$ cat src/rtl/pfci_pkg.sv
// shared constants and types for the parallel flash command controller
package pfci_pkg;
	// word address and data widths of the flash
	localparam int AW = 22;
	localparam int DW = 16;
	localparam int CLK_NS = 10;
	// apb register offsets
	localparam logic [7:0] OFS_CTRL = 8'h00;
	localparam logic [7:0] OFS_ADDR = 8'h04;
	localparam logic [7:0] OFS_WDATA = 8'h08;
	localparam logic [7:0] OFS_CFG = 8'h0c;
	localparam logic [7:0] OFS_STATUS = 8'h10;
	localparam logic [7:0] OFS_RDATA = 8'h14;
	// status and config field positions
	localparam int ST_BUSY = 0;
	localparam int ST_DONE = 1;
	localparam int ST_TMO = 2;
	localparam int ST_SUSP = 3;
	localparam int ST_REJ = 4;
	localparam int ST_BAD = 5;
	localparam int CFG_PROT = 0;
	localparam logic CFG_PROT_RST = 1'b1;
	// status bit positions on the flash data bus
	localparam int POLL_POS = 7;
	localparam int TOGGLE_POS = 6;
	localparam int SUSP_TOG_POS = 2;
	// command codes and unlock addresses
	localparam logic [DW-1:0] CMD_UNL1 = 16'h00aa;
	localparam logic [DW-1:0] CMD_UNL2 = 16'h0055;
	localparam logic [DW-1:0] CMD_PROG = 16'h00a0;
	localparam logic [DW-1:0] CMD_ERASE = 16'h0080;
	localparam logic [DW-1:0] CMD_SECT = 16'h0030;
	localparam logic [DW-1:0] CMD_BLK = 16'h0050;
	localparam logic [DW-1:0] CMD_SUSP = 16'h00b0;
	localparam logic [DW-1:0] CMD_RESUME = 16'h0030;
	localparam logic [AW-1:0] UNL_ADDR1 = 22'h005555;
	localparam logic [AW-1:0] UNL_ADDR2 = 22'h002aaa;
	// erase granularity: 2 KWord sectors, 32 KWord blocks
	localparam int SECT_LSB = 11;
	localparam int BLK_LSB = 15;
	localparam logic [AW-BLK_LSB-1:0] PROT_BLK = 7'h00;
	// pin timing in ns and derived cycle counts (least times round up)
	localparam int T_WP_NS = 40;
	localparam int T_ACC_NS = 90;
	localparam int WP_CYC = (T_WP_NS + CLK_NS - 1) / CLK_NS;
	localparam int ACC_CYC = (T_ACC_NS + CLK_NS - 1) / CLK_NS;
	// operation times in us; longest times round down
	localparam int T_PROG_US = 10;
	localparam int T_SUSP_US = 20;
	localparam int PROG_MAX_CYC = T_PROG_US * 1000 / CLK_NS;
	localparam int SUSP_CYC = T_SUSP_US * 1000 / CLK_NS;
	typedef enum logic [2:0] {
		OP_NONE, OP_READ, OP_PROG, OP_SECT, OP_BLK, OP_SUSP, OP_RESUME
	} pfci_op_e;
endpackage

$ cat src/rtl/pfci_cyc_if.sv
// single flash bus cycle request and answer between sequencer and pin engine
`timescale 1ns/1ps
interface pfci_cyc_if import pfci_pkg::*; ();
	logic req;
	logic wr;
	logic [AW-1:0] addr;
	logic [DW-1:0] wdata;
	logic ack;
	logic [DW-1:0] rdata;
	modport master (output req, output wr, output addr, output wdata, input ack, input rdata);
	modport engine (input req, input wr, input addr, input wdata, output ack, output rdata);
endinterface

$ cat src/rtl/pfci_bus_cycle.sv
// pin engine: runs one write or read cycle on the flash pins
`timescale 1ns/1ps
module pfci_bus_cycle import pfci_pkg::*; (
	input wire logic clk_sys,
	input wire logic rst,
	pfci_cyc_if.engine cy,
	output logic ce_n,
	output logic we_n,
	output logic oe_n,
	output logic [AW-1:0] fl_addr,
	output logic [DW-1:0] dq_out,
	output logic dq_oe,
	input wire logic [DW-1:0] dq_in
);
	typedef enum logic [1:0] {CY_IDLE, CY_SETUP, CY_STROBE, CY_HOLD} pfci_cy_e;
	pfci_cy_e state;
	logic wr_q;
	logic [7:0] cnt;
	localparam logic [7:0] WP_LAST = 8'(WP_CYC - 1);
	localparam logic [7:0] ACC_LAST = 8'(ACC_CYC - 1);

	// chip select falls first, strobe later, so address is stable before it
	always_ff @(posedge clk_sys) begin
		if (rst) begin
			state <= CY_IDLE;
			ce_n <= 1'b1;
			we_n <= 1'b1;
			oe_n <= 1'b1;
			fl_addr <= '0;
			dq_out <= '0;
			dq_oe <= 1'b0;
			wr_q <= 1'b0;
			cnt <= '0;
			cy.ack <= 1'b0;
			cy.rdata <= '0;
		end else begin
			cy.ack <= 1'b0;
			case (state)
				CY_IDLE: begin
					if (cy.req) begin
						fl_addr <= cy.addr;
						dq_out <= cy.wdata;
						wr_q <= cy.wr;
						dq_oe <= cy.wr; // never drive while a read may enable outputs
						ce_n <= 1'b0;
						state <= CY_SETUP;
					end
				end
				CY_SETUP: begin
					if (wr_q) begin
						we_n <= 1'b0; // strobe low while select held low
					end else begin
						oe_n <= 1'b0;
					end
					cnt <= '0;
					state <= CY_STROBE;
				end
				CY_STROBE: begin
					cnt <= cnt + 8'h01;
					if ((wr_q && cnt == WP_LAST) || (!wr_q && cnt == ACC_LAST)) begin
						if (!wr_q) begin
							cy.rdata <= dq_in;
						end
						// strobe rises before select, data still driven
						we_n <= 1'b1;
						oe_n <= 1'b1;
						state <= CY_HOLD;
					end
				end
				CY_HOLD: begin
					ce_n <= 1'b1; // deselect between cycles
					dq_oe <= 1'b0;
					cy.ack <= 1'b1;
					state <= CY_IDLE;
				end
				default: state <= CY_IDLE;
			endcase
		end
	end
endmodule

$ cat src/rtl/pfci_host.sv
// apb-controlled host sequencer driving a parallel nor flash through its pins
//
// Chosen here: the APB interface to the registers and the register addresses.
`timescale 1ns/1ps
module pfci_host import pfci_pkg::*; #(
	parameter int ERASE_MAX_CYC = 10000000
) (
	input wire logic clk_sys,
	input wire logic rst,
	input wire logic psel,
	input wire logic penable,
	input wire logic pwrite,
	input wire logic [7:0] paddr,
	input wire logic [31:0] pwdata,
	output logic [31:0] prdata,
	output logic pready,
	output logic pslverr,
	output logic ce_n,
	output logic we_n,
	output logic oe_n,
	output logic [AW-1:0] fl_addr,
	output logic [DW-1:0] dq_out,
	output logic dq_oe,
	input wire logic [DW-1:0] dq_in,
	output logic protect_n
);
	typedef enum logic [3:0] {
		SQ_IDLE, SQ_ISSUE, SQ_WAIT, SQ_POLL1, SQ_PW1, SQ_POLL2, SQ_PW2, SQ_SUSP
	} pfci_sq_e;

	pfci_cyc_if cy ();
	pfci_bus_cycle u_cyc (
		.clk_sys(clk_sys),
		.rst(rst),
		.cy(cy),
		.ce_n(ce_n),
		.we_n(we_n),
		.oe_n(oe_n),
		.fl_addr(fl_addr),
		.dq_out(dq_out),
		.dq_oe(dq_oe),
		.dq_in(dq_in)
	);

	pfci_sq_e state;
	pfci_op_e op_cur;
	logic [AW-1:0] tgt_addr;
	logic [DW-1:0] tgt_data;
	logic [DW-1:0] rdata;
	logic prot_cfg;
	logic [2:0] step;
	logic [31:0] timer;
	logic [31:0] limit;
	logic tog_prev;
	logic st_done, st_tmo, st_rej, st_bad, st_susp;
	logic susp_req;
	logic [AW-1:0] susp_addr;
	logic susp_blk;
	logic apb_acc, wr_ctrl, wr_stat, start, finish;
	pfci_op_e wr_op;
	logic in_susp_region, prot_hit, busy_erase;

	// fixed command sequences; unlock cycles are always exact
	function automatic logic [2:0] seq_last(input pfci_op_e op);
		case (op)
			OP_PROG: seq_last = 3'd3;
			OP_SECT, OP_BLK: seq_last = 3'd5;
			default: seq_last = 3'd0;
		endcase
	endfunction
	function automatic logic [AW-1:0] step_addr(input logic [2:0] k, input logic [AW-1:0] a);
		case (k)
			3'd0, 3'd2, 3'd3: step_addr = UNL_ADDR1;
			3'd1, 3'd4: step_addr = UNL_ADDR2;
			default: step_addr = a;
		endcase
	endfunction
	function automatic logic [DW-1:0] step_data(input pfci_op_e op, input logic [2:0] k,
			input logic [DW-1:0] d);
		step_data = d;
		case (op)
			OP_PROG: begin
				case (k)
					3'd0: step_data = CMD_UNL1;
					3'd1: step_data = CMD_UNL2;
					3'd2: step_data = CMD_PROG;
					default: step_data = d;
				endcase
			end
			OP_SECT, OP_BLK: begin
				case (k)
					3'd0, 3'd3: step_data = CMD_UNL1;
					3'd1, 3'd4: step_data = CMD_UNL2;
					3'd2: step_data = CMD_ERASE;
					default: step_data = (op == OP_SECT) ? CMD_SECT : CMD_BLK;
				endcase
			end
			OP_SUSP: step_data = CMD_SUSP;
			OP_RESUME: step_data = CMD_RESUME;
			default: step_data = d;
		endcase
	endfunction

	// apb decode; slave answers in the first access cycle
	assign apb_acc = psel & penable & pready;
	assign wr_ctrl = apb_acc & pwrite & (paddr == OFS_CTRL);
	assign wr_stat = apb_acc & pwrite & (paddr == OFS_STATUS);
	assign wr_op = pfci_op_e'(pwdata[2:0]);
	// region checks at sector or block granularity
	assign in_susp_region = susp_blk ?
		(tgt_addr[AW-1:BLK_LSB] == susp_addr[AW-1:BLK_LSB]) :
		(tgt_addr[AW-1:SECT_LSB] == susp_addr[AW-1:SECT_LSB]);
	assign prot_hit = !prot_cfg && (tgt_addr[AW-1:BLK_LSB] == PROT_BLK);
	assign busy_erase = (state != SQ_IDLE) && (op_cur == OP_SECT || op_cur == OP_BLK);
	// refusal rules: no command while busy except suspend during an erase, none that the flash would ignore
	always_comb begin
		start = 1'b0;
		if (wr_ctrl && state == SQ_IDLE) begin
			case (wr_op)
				OP_READ: start = 1'b1;
				OP_PROG: start = !(st_susp && in_susp_region);
				OP_SECT, OP_BLK: start = !st_susp && !prot_hit;
				OP_RESUME: start = st_susp;
				default: start = 1'b0;
			endcase
		end
	end

	always_ff @(posedge clk_sys) begin
		if (rst) begin
			pready <= 1'b0;
			pslverr <= 1'b0;
			prdata <= '0;
		end else begin
			pready <= psel & ~penable;
			pslverr <= 1'b0;
			prdata <= '0;
			if (psel && !penable) begin
				case (paddr)
					OFS_CTRL: prdata <= {29'h0, op_cur};
					OFS_ADDR: prdata <= {10'h0, tgt_addr};
					OFS_WDATA: prdata <= {16'h0, tgt_data};
					OFS_CFG: prdata <= {31'h0, prot_cfg};
					OFS_STATUS: prdata <= {26'h0, st_bad, st_rej, st_susp, st_tmo, st_done,
						state != SQ_IDLE};
					OFS_RDATA: prdata <= {16'h0, rdata};
					default: pslverr <= 1'b1; // unmapped
				endcase
			end
		end
	end

	// parameter registers; only changed while idle so protect stays steady
	always_ff @(posedge clk_sys) begin
		if (rst) begin
			tgt_addr <= '0;
			tgt_data <= '0;
			prot_cfg <= CFG_PROT_RST;
			protect_n <= CFG_PROT_RST;
		end else begin
			if (apb_acc && pwrite && state == SQ_IDLE) begin
				if (paddr == OFS_ADDR) tgt_addr <= pwdata[AW-1:0];
				if (paddr == OFS_WDATA) tgt_data <= pwdata[DW-1:0];
				if (paddr == OFS_CFG) prot_cfg <= pwdata[CFG_PROT];
			end
			if (state == SQ_IDLE) begin
				protect_n <= prot_cfg;
			end
		end
	end

	// sticky flags: hardware set wins over write-one-to-clear
	always_ff @(posedge clk_sys) begin
		if (rst) begin
			st_done <= 1'b0;
			st_rej <= 1'b0;
		end else begin
			st_done <= finish | (st_done & ~(wr_stat & pwdata[ST_DONE]));
			st_rej <= (wr_ctrl & ~start & ~(wr_op == OP_SUSP && busy_erase))
				| (st_rej & ~(wr_stat & pwdata[ST_REJ]));
		end
	end

	// main sequencer
	always_ff @(posedge clk_sys) begin
		if (rst) begin
			state <= SQ_IDLE;
			op_cur <= OP_NONE;
			step <= '0;
			timer <= '0;
			limit <= '0;
			tog_prev <= 1'b0;
			rdata <= '0;
			st_tmo <= 1'b0;
			st_bad <= 1'b0;
			st_susp <= 1'b0;
			susp_req <= 1'b0;
			susp_addr <= '0;
			susp_blk <= 1'b0;
			finish <= 1'b0;
			cy.req <= 1'b0;
			cy.wr <= 1'b0;
			cy.addr <= '0;
			cy.wdata <= '0;
		end else begin
			cy.req <= 1'b0;
			finish <= 1'b0;
			if (wr_stat && pwdata[ST_TMO]) st_tmo <= 1'b0;
			if (wr_stat && pwdata[ST_BAD]) st_bad <= 1'b0;
			// the only command taken mid-erase is suspend
			if (wr_ctrl && wr_op == OP_SUSP && busy_erase) susp_req <= 1'b1;
			if (state != SQ_IDLE) timer <= timer + 32'd1;
			case (state)
				SQ_IDLE: begin
					// a suspend that arrived as the erase ended must not hit a later erase
					susp_req <= 1'b0;
					if (start) begin
						op_cur <= wr_op;
						step <= '0;
						state <= SQ_ISSUE;
					end
				end
				SQ_ISSUE: begin
					cy.req <= 1'b1;
					cy.wr <= (op_cur != OP_READ);
					// last cycle of every sequence carries the target word address
					cy.addr <= (step == seq_last(op_cur)) ? tgt_addr : step_addr(step, tgt_addr);
					cy.wdata <= step_data(op_cur, step, tgt_data);
					state <= SQ_WAIT;
				end
				SQ_WAIT: begin
					if (cy.ack) begin
						if (op_cur == OP_READ) begin
							rdata <= cy.rdata; // inside a suspended region this is status
							finish <= 1'b1;
							state <= SQ_IDLE;
						end else if (step != seq_last(op_cur)) begin
							step <= step + 3'd1;
							state <= SQ_ISSUE;
						end else begin
							// internal operation now runs; poll it, except a suspend, which waits out its latency
							timer <= '0;
							case (op_cur)
								OP_PROG: begin
									limit <= 32'(PROG_MAX_CYC);
									state <= SQ_POLL1;
								end
								OP_SUSP: state <= SQ_SUSP;
								OP_RESUME: begin
									st_susp <= 1'b0;
									op_cur <= susp_blk ? OP_BLK : OP_SECT;
									limit <= 32'(ERASE_MAX_CYC);
									state <= SQ_POLL1;
								end
								default: begin
									susp_addr <= tgt_addr;
									susp_blk <= (op_cur == OP_BLK);
									limit <= 32'(ERASE_MAX_CYC);
									state <= SQ_POLL1;
								end
							endcase
						end
					end
				end
				SQ_POLL1: begin
					// no other command is written while polling
					if (susp_req) begin
						susp_req <= 1'b0;
						op_cur <= OP_SUSP;
						step <= '0;
						state <= SQ_ISSUE;
					end else if (timer >= limit) begin
						st_tmo <= 1'b1;
						finish <= 1'b1;
						state <= SQ_IDLE;
					end else begin
						cy.req <= 1'b1; // reads here are status only
						cy.wr <= 1'b0;
						cy.addr <= tgt_addr;
						state <= SQ_PW1;
					end
				end
				SQ_PW1: begin
					if (cy.ack) begin
						tog_prev <= cy.rdata[TOGGLE_POS];
						state <= SQ_POLL2;
					end
				end
				SQ_POLL2: begin
					cy.req <= 1'b1;
					cy.wr <= 1'b0;
					cy.addr <= tgt_addr;
					state <= SQ_PW2;
				end
				SQ_PW2: begin
					if (cy.ack) begin
						if (cy.rdata[TOGGLE_POS] != tog_prev) begin
							state <= SQ_POLL1; // still busy
						end else begin
							rdata <= cy.rdata;
							// finished program must read back the true bit
							if (op_cur == OP_PROG && cy.rdata[POLL_POS] != tgt_data[POLL_POS]) begin
								st_bad <= 1'b1;
							end
							finish <= 1'b1;
							state <= SQ_IDLE;
						end
					end
				end
				SQ_SUSP: begin
					// wait the suspend latency before reads are trusted
					if (timer >= 32'(SUSP_CYC)) begin
						st_susp <= 1'b1;
						finish <= 1'b1;
						state <= SQ_IDLE;
					end
				end
				default: state <= SQ_IDLE;
			endcase
		end
	end
endmodule

$ cat config.mk
export PLATFORM = sky130hd
export DESIGN_NAME = pfci_host
export DESIGN_NICKNAME = d
export VERILOG_FILES = /design/src/rtl/pfci_pkg.sv /design/src/rtl/pfci_cyc_if.sv /design/src/rtl/pfci_bus_cycle.sv /design/src/rtl/pfci_host.sv
export SDC_FILE = /design/constraint.sdc
export NUM_CORES = 1
export LEC_CHECK = 0
export ABC_AREA = 0
export BUFFER_PORTS_ARGS = -buffer_cell sky130_fd_sc_hd__buf_2
export CORE_MARGIN = 2
export CORE_UTILIZATION = 25
export CTS_CLUSTER_SIZE = 28
export DETAILED_ROUTE_END_ITERATION = 10
export SLEW_MARGIN = 10
export SYNTH_ARGS = -nofsm -noshare
export SYNTH_HDL_FRONTEND = slang
export SYNTH_HIERARCHICAL = 1
export SYNTH_SLANG_ARGS = --single-unit
$ cat constraint.sdc
create_clock -name clk_sys -period 2.9 [get_ports clk_sys]
set_clock_uncertainty 0.1 [all_clocks]
set_input_delay 0.145 -clock clk_sys [delete_from_list [all_inputs] [get_ports clk_sys]]
set_output_delay 0.145 -clock clk_sys [all_outputs]
set_load 0.02 [all_outputs]
Word-level counts from Yosys, hierarchy flattened
Index checks and enable logic that the tools add are counted.
- register bits after elaboration: 305
- input port bits: 61
- output and inout bits: 77
- reduce and logical (&&, ||, !) cells: 63
- order comparisons: 2
- muxes and demuxes: 104
- add/sub/neg operators: 3
- equality and inequality tests: 58
- bitwise operators: 25
- operator list (cell ; count):
    two-way mux 32 bit ; 5
    case mux 22 bit (6 select lines) ; 1
    two-way mux 3 bit ; 23
    two-way mux 22 bit ; 3
    case mux 22 bit (3 select lines) ; 1
    two-way mux 16 bit ; 4
    case mux 16 bit (4 select lines) ; 1
    case mux 32 bit (2 select lines) ; 1
    case mux 16 bit (3 select lines) ; 1
    case mux 22 bit (2 select lines) ; 1
    two-way mux 1 bit ; 36
    adder 32 x 1 -> 32 bit, second input constant ; 1
    greater-or-equal comparator 32 x 11 -> 1 bit, second input constant ; 1
    greater-or-equal comparator 32 bit ; 1
    case mux 16 bit (2 select lines) ; 1
    case mux 4 bit (8 select lines) ; 1
    == test 8 x 4 -> 1 bit, second input constant ; 3
    inequality test 2 bit, second input constant ; 12
    case mux 8 bit (3 select lines) ; 1
    == test 3 bit, second input constant ; 7
    two-way mux 4 bit ; 5
    AND reduction 5 bit ; 4
    == test 3 x 2 -> 1 bit, second input constant ; 6
    case mux 3 bit (3 select lines) ; 2
    other kinds (47) ; 133

Longest topological paths before layout
Gate-level depths: netlist of run 1.
- depth in word-level cells: 12
- mapped depth: 11
- gate-level depth less buffers: 9

By module
The synthesis of run 1 kept the hierarchy.
- modules (own cells, without submodules) (module ; sequential area each (sq um) ; cells each ; instances ; area an instance (sq um)):
    pfci_host ; 3683.5 ; 1022 ; 1 ; 8700.8
    pfci_bus_cycle ; 1401.3 ; 311 ; 1 ; 2678.8

Worst setup path after synthesis of run 1
OpenSTA, ideal clock, no wires.
- path kind: reg-to-reg
- from: register limit[20]
- to: register cy.addr[10]
- arrival: 2.212 ns
- clock period less this slack: 2.444 ns
- required time: 2.668 ns
- cell stages (with the launch flop): 12
- library setup time: 0.132 ns
- setup slack: 0.456 ns
- cell sequence: dfxtp_1 -> inv_1 -> ha_1 -> nand4b_4 -> or4_1 -> o221ai_2 -> o211ai_2 -> a21o_1 -> buf_6 -> buf_6 -> nor2_2 -> nor3_2
- longest elaborated chain between the ends: 3
- ends and longest elaborated chain (item ; RTL line ; source):
    from (decl) ; pfci_host.sv:53 ; logic [31:0] limit;
    from (signal assigned) ; pfci_host.sv:245 ; limit <= 32'(PROG_MAX_CYC);
    from (signal assigned) ; pfci_host.sv:252 ; limit <= 32'(ERASE_MAX_CYC);
    from (signal assigned) ; pfci_host.sv:258 ; limit <= 32'(ERASE_MAX_CYC);
    greater-or-equal comparator 32 bit ; pfci_host.sv:272 ; end else if (timer >= limit) begin
    inequality test 2 bit (no source line) ; - ;
    AND reduction 3 bit (no source line) ; - ;
    to (signal assigned) ; pfci_host.sv:227 ; cy.addr <= (step == seq_last(op_cur)) ? tgt_addr : step_addr(step, tgt_addr);
    to (signal assigned) ; pfci_host.sv:279 ; cy.addr <= tgt_addr;
    to (signal assigned) ; pfci_host.sv:292 ; cy.addr <= tgt_addr;
    to (decl) ; pfci_cyc_if.sv:6 ; logic [AW-1:0] addr;
No other way between the ends.
A chain may end at the register's enable or synchronous reset.

==> results of run 1 <==
area by class of cell:
class                   instances  area share
well taps                     600     0.05339
multi-input cells             972      0.4091
clock inverters                 9    0.009432
clock buffers                  40     0.05882
flip-flops and latches        254      0.3616
inverters                      24    0.006407
repair buffers                200      0.1012
path summary, 6_finish.rpt:
kind	cells after the start	to	from
worst min-delay path	6	prot_cfg	pwrite
worst max register to register	6	tgt_data[3]	state[0]
worst max-delay path	6	tgt_data[3]	state[0]
worst min register to register	2	u_cyc/fl_addr[17]	cy.addr[17]
cells in the mapped netlist (7+ instances only):
| cell | count |
|---|---|
| xor2_1 | 34 |
| nor2b_1 | 12 |
| nand4_1 | 16 |
| nand2_1 | 219 |
| o21ai_0 | 37 |
| and3_1 | 15 |
| ha_1 | 25 |
| a222oi_1 | 7 |
| inv_1 | 24 |
| buf_4 | 13 |
| buf_2 | 21 |
| dfxtp_1 | 254 |
| nand3_1 | 35 |
| mux2i_1 | 50 |
| nand2_2 | 10 |
| a21oi_1 | 134 |
| a21oi_2 | 10 |
| nor4_1 | 7 |
| buf_1 | 7 |
| a22oi_1 | 19 |
| or3_1 | 9 |
| nand2b_1 | 9 |
| xnor2_1 | 15 |
| nor3_1 | 23 |
| a21o_1 | 7 |
| a211oi_1 | 11 |
| clkbuf_1 | 44 |
| nor2_1 | 146 |
metal layers:
layer  wire length [um]  GRT usage  share of wire  vias to the layer above
met4                807    0.04247          0.024                        0
met3               1852    0.02683          0.056                       48
met5                  0          0              0                        -
met1              16480     0.1989           0.50                     4750
li1                   -          -              -                     4918
met2              14000     0.2022           0.42                      258
worst max-delay path, delay by kind of cell (launching register included):
kind / cells / cell delay [ns]
AND/OR/NAND/NOR: 4 / 1.46
buffers and inverters: 1 / 0.55
AO/OA/AOI/OAI: 1 / 0.07
flip-flops: 1 / 0.44
registers in the layout, indices dropped and copies added, names as in the netlist, 8 cells and up:
register	flops
prdata	22
timer	32
cy.wdata	16
tgt_addr	22
u_cyc/dq_out	16
u_cyc/cnt	8
cy.addr	22
u_cyc/cy.rdata	16
tgt_data	16
u_cyc/fl_addr	22
rdata	16
susp_addr	11
per-stage QoR:
step,utilization,power [W],hold WS [ns],setup TNS (ns)
2_1_floorplan,-,0.004748,0.1719,0
3_3_place_gp,0.2781,0.005113,0.2784,0
3_5_place_dp,0.2781,0.005140,0.2935,0
4_1_cts,0.3111,0.008878,0.1420,0
5_1_grt,0.3112,0.009198,0.2137,-0.01759
6_report,0.3112,0.008810,0.1892,0
power by group through the flow:
stage / sequential [W] / combinational [W] / clock, W
after floorplan: 0.00375 / 0.00100 / 0
after global placement: 0.00381 / 0.00130 / 0
after detailed placement: 0.00382 / 0.00132 / 0
after CTS: 0.00374 / 0.00137 / 0.00376
after global routing: 0.00376 / 0.00153 / 0.00390
final: 0.00375 / 0.00139 / 0.00368
placed cells by master, fill, tap and decap left out, types with 29 or more instances in the layout:
cell type,count
nor2_1,146
nand2_1,218
a21oi_1,134
xor2_1,34
nand3_1,35
clkbuf_16,29
buf_2,116
o21ai_0,37
dfxtp_1,254
dlygate4sd3_1,53
mux2i_1,50
cells by family (layout without fill, tap and decap cells):
group | after synthesis | in the layout | synth area share
AND/OR/NAND/NOR | 547 | 547 | 0.2264
AO/OA/AOI/OAI | 286 | 286 | 0.1614
flip-flops | 254 | 254 | 0.4468
buffers and inverters | 116 | 273 | 0.05102
multiplexers | 54 | 54 | 0.04794
XOR/XNOR | 49 | 49 | 0.03771
adder cells (fa/ha/maj) | 26 | 26 | 0.02837
other | 1 | 10 | 0.0003295
what timing repair did:
action,4_1_cts,5_1_grt
hold endpoints to repair,65,0
hold buffers,53,0
endpoints found under the setup margin,0,11
gates resized for setup,0,3
==> impl_metrics.ini, run 1 <==
[status]
status = complete, no violations

[synth]
synth_edf_count = 0
synth_top_area_cell = dfxtp_1
yosysWarnings = 6
ys.flop_type = dfxtp_1
avgSynthCellArea_sq_um = 8.537
yosys.area.top_type_share = 0.4468
synth_cells = 1333
seq_area_frac_synth = 0.4468
synthTopCellsByArea = dfxtp_1, nand2_1, a21oi_1
synthDistinctLibCells = 88
ys_ff_latch = 254
syn_area_sq_um = 11380
async_reset_ff_frac = 0

[place]
dpl_cell_area_sq_um = 12570
hpwl_um = 23620
gp_congestion = 0.8697
io_buffer_count = 117
dp.cells = 1997
dp_slack_ns = 0.1628

[sta]
slew_viol_final = 0
fin_crit_sh = 0.9382
setup_slack_ns = 0.1792
max_slew_margin = 0.4524
period_needed_ns = 2.721
worstMarginPinSlew_ns = 0.8214
hold_viol = 0
finalSetupViolCount = 0
max_freq_mhz = 367.5

[power_and_ir_drop]
p_per_area_nw_per_um2 = 626.6
clkPwrFrac = 0.417
p_seq_frac = 0.425
pwr-share-comb = 0.157
leakage_nw = 5.361
switchingPower_w = 0.002452
peakVddDrop_uv = 474.7
p_int_w = 0.006359
switching_share = 0.2783

[clock_network]
cts_sinks = 254
post_cts_buffers = 0
cts_buffers = 28
clock-root-buffer = clkbuf_16
cts_tree = done
clk_latency_ns = 0.55
clockBufferDepth = 3
cts_max_level = 1
clk_pin_slew_ns = 0.06

[drt]
dr.pass1.iters = 5
antenna_left = 0
via_count = 9974
drc = 0
detail_route.iter0.violations = 974
via_per_inst = 4.752
post_drt_wl_per_cell_um = 15.79
finalWirelength_um = 33140

[layout]
layout-drive-gt1-share = 0.1681
design_area_sq_um = 14060
area_growth_pct = 23.56
num_antenna_cells = 0
final_cells = 2099
n_fill_cell = 4785
final_nets = 1566
multi_input_area_sq_um = 5753
regArea_sq_um = 5085

[worst_setup_path]
crit_type = flip-flop to flip-flop
reg2reg_slack_ns = 0.18
endpoint_kind = flip-flop
cp-start-kind = flip-flop
cp.arrival_ns = 3.06
critPathMaxFanout = 16
crit_chain = or3_1 > nor2_1 > nand2_2 > nand2_1 > a21oi_1 > dlygate4sd3_1
max_stage_delay_ns = 0.57
slowest_stage = or3_1
crit_required_ns = 3.24

[floorplanning]
ios = 138
initial_utilization = 0.2518
core-area_sq_um = 45190
row_count = 78
die_h_um = 217.4
dieArea_sq_um = 47240
die_x_um = 217.4

[job]
cap_violations = 0

[min_path]
hold_class = primary input to flip-flop

[global_route]
antenna_found_initial = 0
grt_pass1_wl_um = 52280
globalRouteOverflowTotal = 0
grt_pass1_vias = 9358
track_usage = 0.1369
grt_max_degree = 168
No activity file was read; power rests on OpenSTA's default activity.
==> inputs of run 2 (changes only) <==
Settings changed: CTS_BUF_LIST set to sky130_fd_sc_hd__clkbuf_16, SYNTH_HIERARCHICAL 1 to unset.
==> impl_metrics.ini, run 2 <==
[worst_setup_path]
rr_worst_depth = 9
rr_startpoint = step[0]
crit_type = flip-flop to flip-flop
reg2reg_slack_ns = 0.23
cp.arrival_ns = 3.08
critPathMaxFanout = 13
cp-start-kind = flip-flop
crit_required_ns = 3.31
r2r_end = cy.wdata[1]
endpoint_kind = flip-flop

[floorplanning]
ios = 138
row_count = 77
die_h_um = 216.7
die_x_um = 216.7
initial_utilization = 0.2546
core-area_sq_um = 44410
dieArea_sq_um = 46950

[sta]
finalSetupViolCount = 0
max_slew_margin = 0.4552
fin_tns_setup_ns = 0
period_needed_ns = 2.669
slew_viol_final = 0
setup_slack_ns = 0.2307
hold_viol = 0
fin_crit_sh = 0.9205
worstMarginPinSlew_ns = 0.8173
rsz0062_at_grt = false
hold_ws_ns = 0.02825
max_freq_mhz = 374.6

[synth]
synth_top_area_cell = dfxtp_1
avgSynthCellArea_sq_um = 8.339
yosysWarnings = 0
synthTopCellsByArea = dfxtp_1, nand2_1, a21oi_1
seq_area_frac_synth = 0.4497
netlist_top_cells_count = nand2_1, dfxtp_1, a21oi_1
ys.flop_type = dfxtp_1
async_reset_ff_frac = 0
synth_edf_count = 0
synth_cells = 1356
ys_ff_latch = 254
syn_area_sq_um = 11310
synthDistinctLibCells = 79
yosys.area.top_type_share = 0.4497
yosys.cell_count.top_type = nand2_1

[layout]
largest_reg_flops = 32
final_cell_mix = nand2_1, dfxtp_1, a21oi_1, nor2_1, buf_2
final_nets = 1593
num_antenna_cells = 0
layout-drive-gt1-share = 0.1531
design_area_sq_um = 14030
area_growth_pct = 24.05
top_register = timer
n_fill_cell = 4628
layout_commonest_cell = nand2_1

[global_route]
globalRouteOverflowTotal = 0
antenna_found_initial = 1
grt_pass1_wl_um = 54370
grt_pass1_vias = 9694
track_usage = 0.1450
grt_max_degree = 79

[clock_network]
cts_tree = done
clock-root-buffer = clkbuf_16
cts_max_level = 1
post_cts_buffers = 0
cts_buffers = 28
cts_sinks = 254
clk_pin_slew_ns = 0.06
clk_latency_ns = 0.58
clockBufferDepth = 3

[min_path]
hold_class = primary input to flip-flop
min_from = paddr[4]
min_path_cells = 4
hold_path_end = susp_req

[power_and_ir_drop]
power.total_w = 0.007510
leakage_nw = 5.098
peakVddDrop_uv = 386.0
p_per_area_nw_per_um2 = 535.4

[drt]
post_drt_wl_per_cell_um = 16.56
via_per_inst = 4.803
antenna_left = 0
via_count = 10180
dr.pass1.iters = 8
finalWirelength_um = 35120
detail_route.iter0.violations = 796
drc = 0

[status]
status = complete, no violations

[place]
dp_slack_ns = 0.3083
dpl_cell_area_sq_um = 12660
hpwl_um = 25900
io_buffer_count = 117
gp_congestion = 0.9009

[job]
cap_violations = 0
-- run 2: changes by cell type after synthesis, moves of 5 or more --
cell / delta
nand2_1: +53
clkbuf_1: +27
nor2_1: -21
buf_2: -17
a221oi_1: +15
nand2_2: -10
a21oi_2: -9
and2_1: +5
nand4_1: +5
xor2_1: -5
-- run 2: area by class of cell --
class                      count  area, sq um  share of cell area
sequential                   254         5085              0.3625
clock inverter                23        234.0             0.01668
inverter                      24        90.09            0.006422
multi-input combinational    992         5732              0.4086
timing repair buffer         207         1446              0.1031
tap                          592        740.7             0.05280
clock buffer                  28        700.7             0.04995
-- run 2: what timing repair did --
item / CTS / global route
endpoints found under the hold margin: 75 / 0
gates resized for setup: 0 / 0
hold buffers: 43 / 0
-- run 2: worst max path at each step --
| stage | slack (ns) | cells past startpoint | to | from |
|---|---|---|---|---|
| after floorplan | 0.41 | 9 | cy.addr[5] | limit[20] |
| after global placement | 0.34 | 8 | timer[7] | paddr[1] |
| after detailed placement | 0.31 | 9 | cy.wdata[1] | step[0] |
| after CTS | 0.29 | 9 | cy.wdata[1] | step[0] |
| after global routing | 0.05 | 8 | cy.addr[15] | limit[20] |
| final | 0.23 | 9 | cy.wdata[1] | step[0] |
-- run 2: critical path, stage by stage, from the launching register on --
cell and delay, ns:
dfxtp_1 0.59, inv_1 0.21, ha_1 0.32, nor3_1 0.32, nor2_1 0.12, o21a_1 0.20
o21ai_1 0.19, buf_4 0.23, nand2_1 0.15, a21oi_1 0.17
-- run 2: through the flow --
stage	cells	util
6_report	2120	0.3159
5_1_grt	2120	0.3159
4_1_cts	2120	0.3159
3_5_place_dp	2026	0.2851
3_3_place_gp	2026	0.2851
2_1_floorplan	1365	-
-- run 2: cells by family (layout without fill, tap and decap cells) --
group / after synthesis / in the layout / synth area share
xor gates and xnor gates: 46 / 46 / 0.03563
and+or+nand+nor: 581 / 581 / 0.2390
DFF: 254 / 254 / 0.4497
adders and majority gates: 25 / 25 / 0.02766
buffers and inverters: 119 / 282 / 0.04725
AOI/OAI and AO/OA: 279 / 279 / 0.1541
other: 1 / 10 / 0.0003316
muxes: 51 / 51 / 0.04636
-- run 2: power by group --
part | internal (W) | switching, W
registers | 0.00351 | 0.0000194
clock network | 0.00211 | 0.00149
logic | 0.000148 | 0.000227
-- run 2: routing by layer --
layer | routed length [um] | share of wire | track usage
met5 | 9 | 0.00026 | 0
met4 | 870 | 0.025 | 0.04521
met3 | 2220 | 0.063 | 0.02554
met2 | 15490 | 0.44 | 0.2283
met1 | 16530 | 0.47 | 0.2011
==> inputs of run 3 (changes only) <==
Clock period 2.9 ns to 2.99 ns, I/O delays scaled along.
==> impl_metrics.ini, run 3 (same netlist as run 2, synthesis figures left out) <==
[status]
status = complete, no violations

[clock_network]
clk_pin_slew_ns = 0.06
cts_sinks = 254
clk_latency_ns = 0.57
cts_buffers = 28
clockBufferDepth = 3
post_cts_buffers = 0
cts_tree = done
clock-root-buffer = clkbuf_16
cts_max_level = 1

[sta]
finalSetupViolCount = 0
fin_crit_sh = 0.9274
worstMarginPinSlew_ns = 0.6847
max_freq_mhz = 360.6
period_needed_ns = 2.773
slew_viol_final = 0
fin_tns_setup_ns = 0
hold_viol = 0
max_slew_margin = 0.5429

[worst_setup_path]
cp-start-kind = flip-flop
crit_required_ns = 3.33
endpoint_kind = flip-flop
cp.arrival_ns = 3.11
critPathMaxFanout = 8
crit_type = flip-flop to flip-flop

[drt]
dr.pass1.iters = 6
via_count = 10340
drc = 0
post_drt_wl_per_cell_um = 16.75
via_per_inst = 4.881
detail_route.iter0.violations = 854
finalWirelength_um = 35470
antenna_left = 0

[layout]
area_growth_pct = 23.61
regArea_sq_um = 5085
post-route-util = 0.3147
multi_input_area_sq_um = 5744
final_cell_mix = nand2_1, dfxtp_1, a21oi_1, nor2_1, buf_2
num_antenna_cells = 0
final_cells = 2118
top_register = timer
n_fill_cell = 4631
layout-drive-gt1-share = 0.1547
largest_reg_flops = 32
layout_commonest_cell = nand2_1
final_nets = 1592

[global_route]
antenna_found_initial = 1
globalRouteOverflowTotal = 0
grt_pass1_vias = 9878
track_usage = 0.1478
grt_pass1_wl_um = 55660
grt_max_degree = 122

[job]
cap_violations = 0

[floorplanning]
dieArea_sq_um = 46950
die_x_um = 216.7
row_count = 77
initial_utilization = 0.2546
core-area_sq_um = 44410
ios = 138
die_h_um = 216.7

[power_and_ir_drop]
p_per_area_nw_per_um2 = 508.2
leakage_nw = 5.073
peakVddDrop_uv = 459.6
power.total_w = 0.007104

[min_path]
hold_class = primary input to flip-flop

[place]
hpwl_um = 25760
gp_congestion = 0.8862
dp.cells = 2026
io_buffer_count = 117
==> run 3: layout make-up <==
class                      instances  area share
inverter                          24    0.006445
tap                              592     0.05299
clock buffer                      28     0.05013
multi-input combinational        992      0.4109
clock inverter                    22     0.01298
sequential                       254      0.3638
timing repair buffer             206      0.1028
==> run 3: final timing paths <==
| check | from | slack (ns) | cells past startpoint | end |
|---|---|---|---|---|
| max | limit[20] | 0.22 | 10 | cy.addr[20] |
| max reg2reg | limit[20] | 0.22 | 10 | cy.addr[20] |
| min | paddr[4] | 0.05 | 4 | susp_req |
| min reg2reg | rdata[6] | 0.35 | 2 | prdata[6] |
==> run 3: per-stage QoR <==
| stage | area, sq um | hold WS, ns | worst slack, ns |
|---|---|---|---|
| floorplan | 11340 | 0.1855 | 0.5042 |
| global placement | 12660 | 0.2878 | 0.1004 |
| detailed placement | 12660 | 0.2918 | 0.02461 |
| CTS | 13970 | 0.01971 | 0.1632 |
| global route | 13980 | 0.05065 | -0.03121 |
| finish | 13980 | 0.05105 | 0.2170 |
==> run 3: routing by layer <==
| metal | up-vias | routed length, um | GRT usage |
|---|---|---|---|
| li1 | 4994 | - | - |
| met1 | 4984 | 16560 | 0.2069 |
| met2 | 315 | 16000 | 0.2395 |
| met3 | 44 | 2236 | 0.01909 |
| met4 | 2 | 652 | 0.03744 |
| met5 | - | 10 | 0 |
==> run 3: critical path: stages (launching register included) <==
cell       delay (ns)
dfxtp_1          0.33
inv_1            0.12
ha_1             0.34
o211ai_1         0.10
a2111oi_1        0.47
a211oi_2         0.19
o2111ai_2        0.40
buf_4            0.22
and2_0           0.12
buf_4            0.15
o21ai_0          0.09
==> run 3: what timing repair did <==
item                                    in CTS  in global routing
hold endpoints to repair                    91                  0
pin swaps                                    0                  0
gates cloned                                 0                  0
hold buffers                                42                  0
endpoints found under the setup margin       3                 12
gates resized for setup                      1                  2
==> run 3: power breakdown <==
part	switching [W]	internal (W)
logic	0.000223	0.000142
clock network	0.00143	0.00188
registers	0.0000186	0.00341
total	0.00167	0.00543
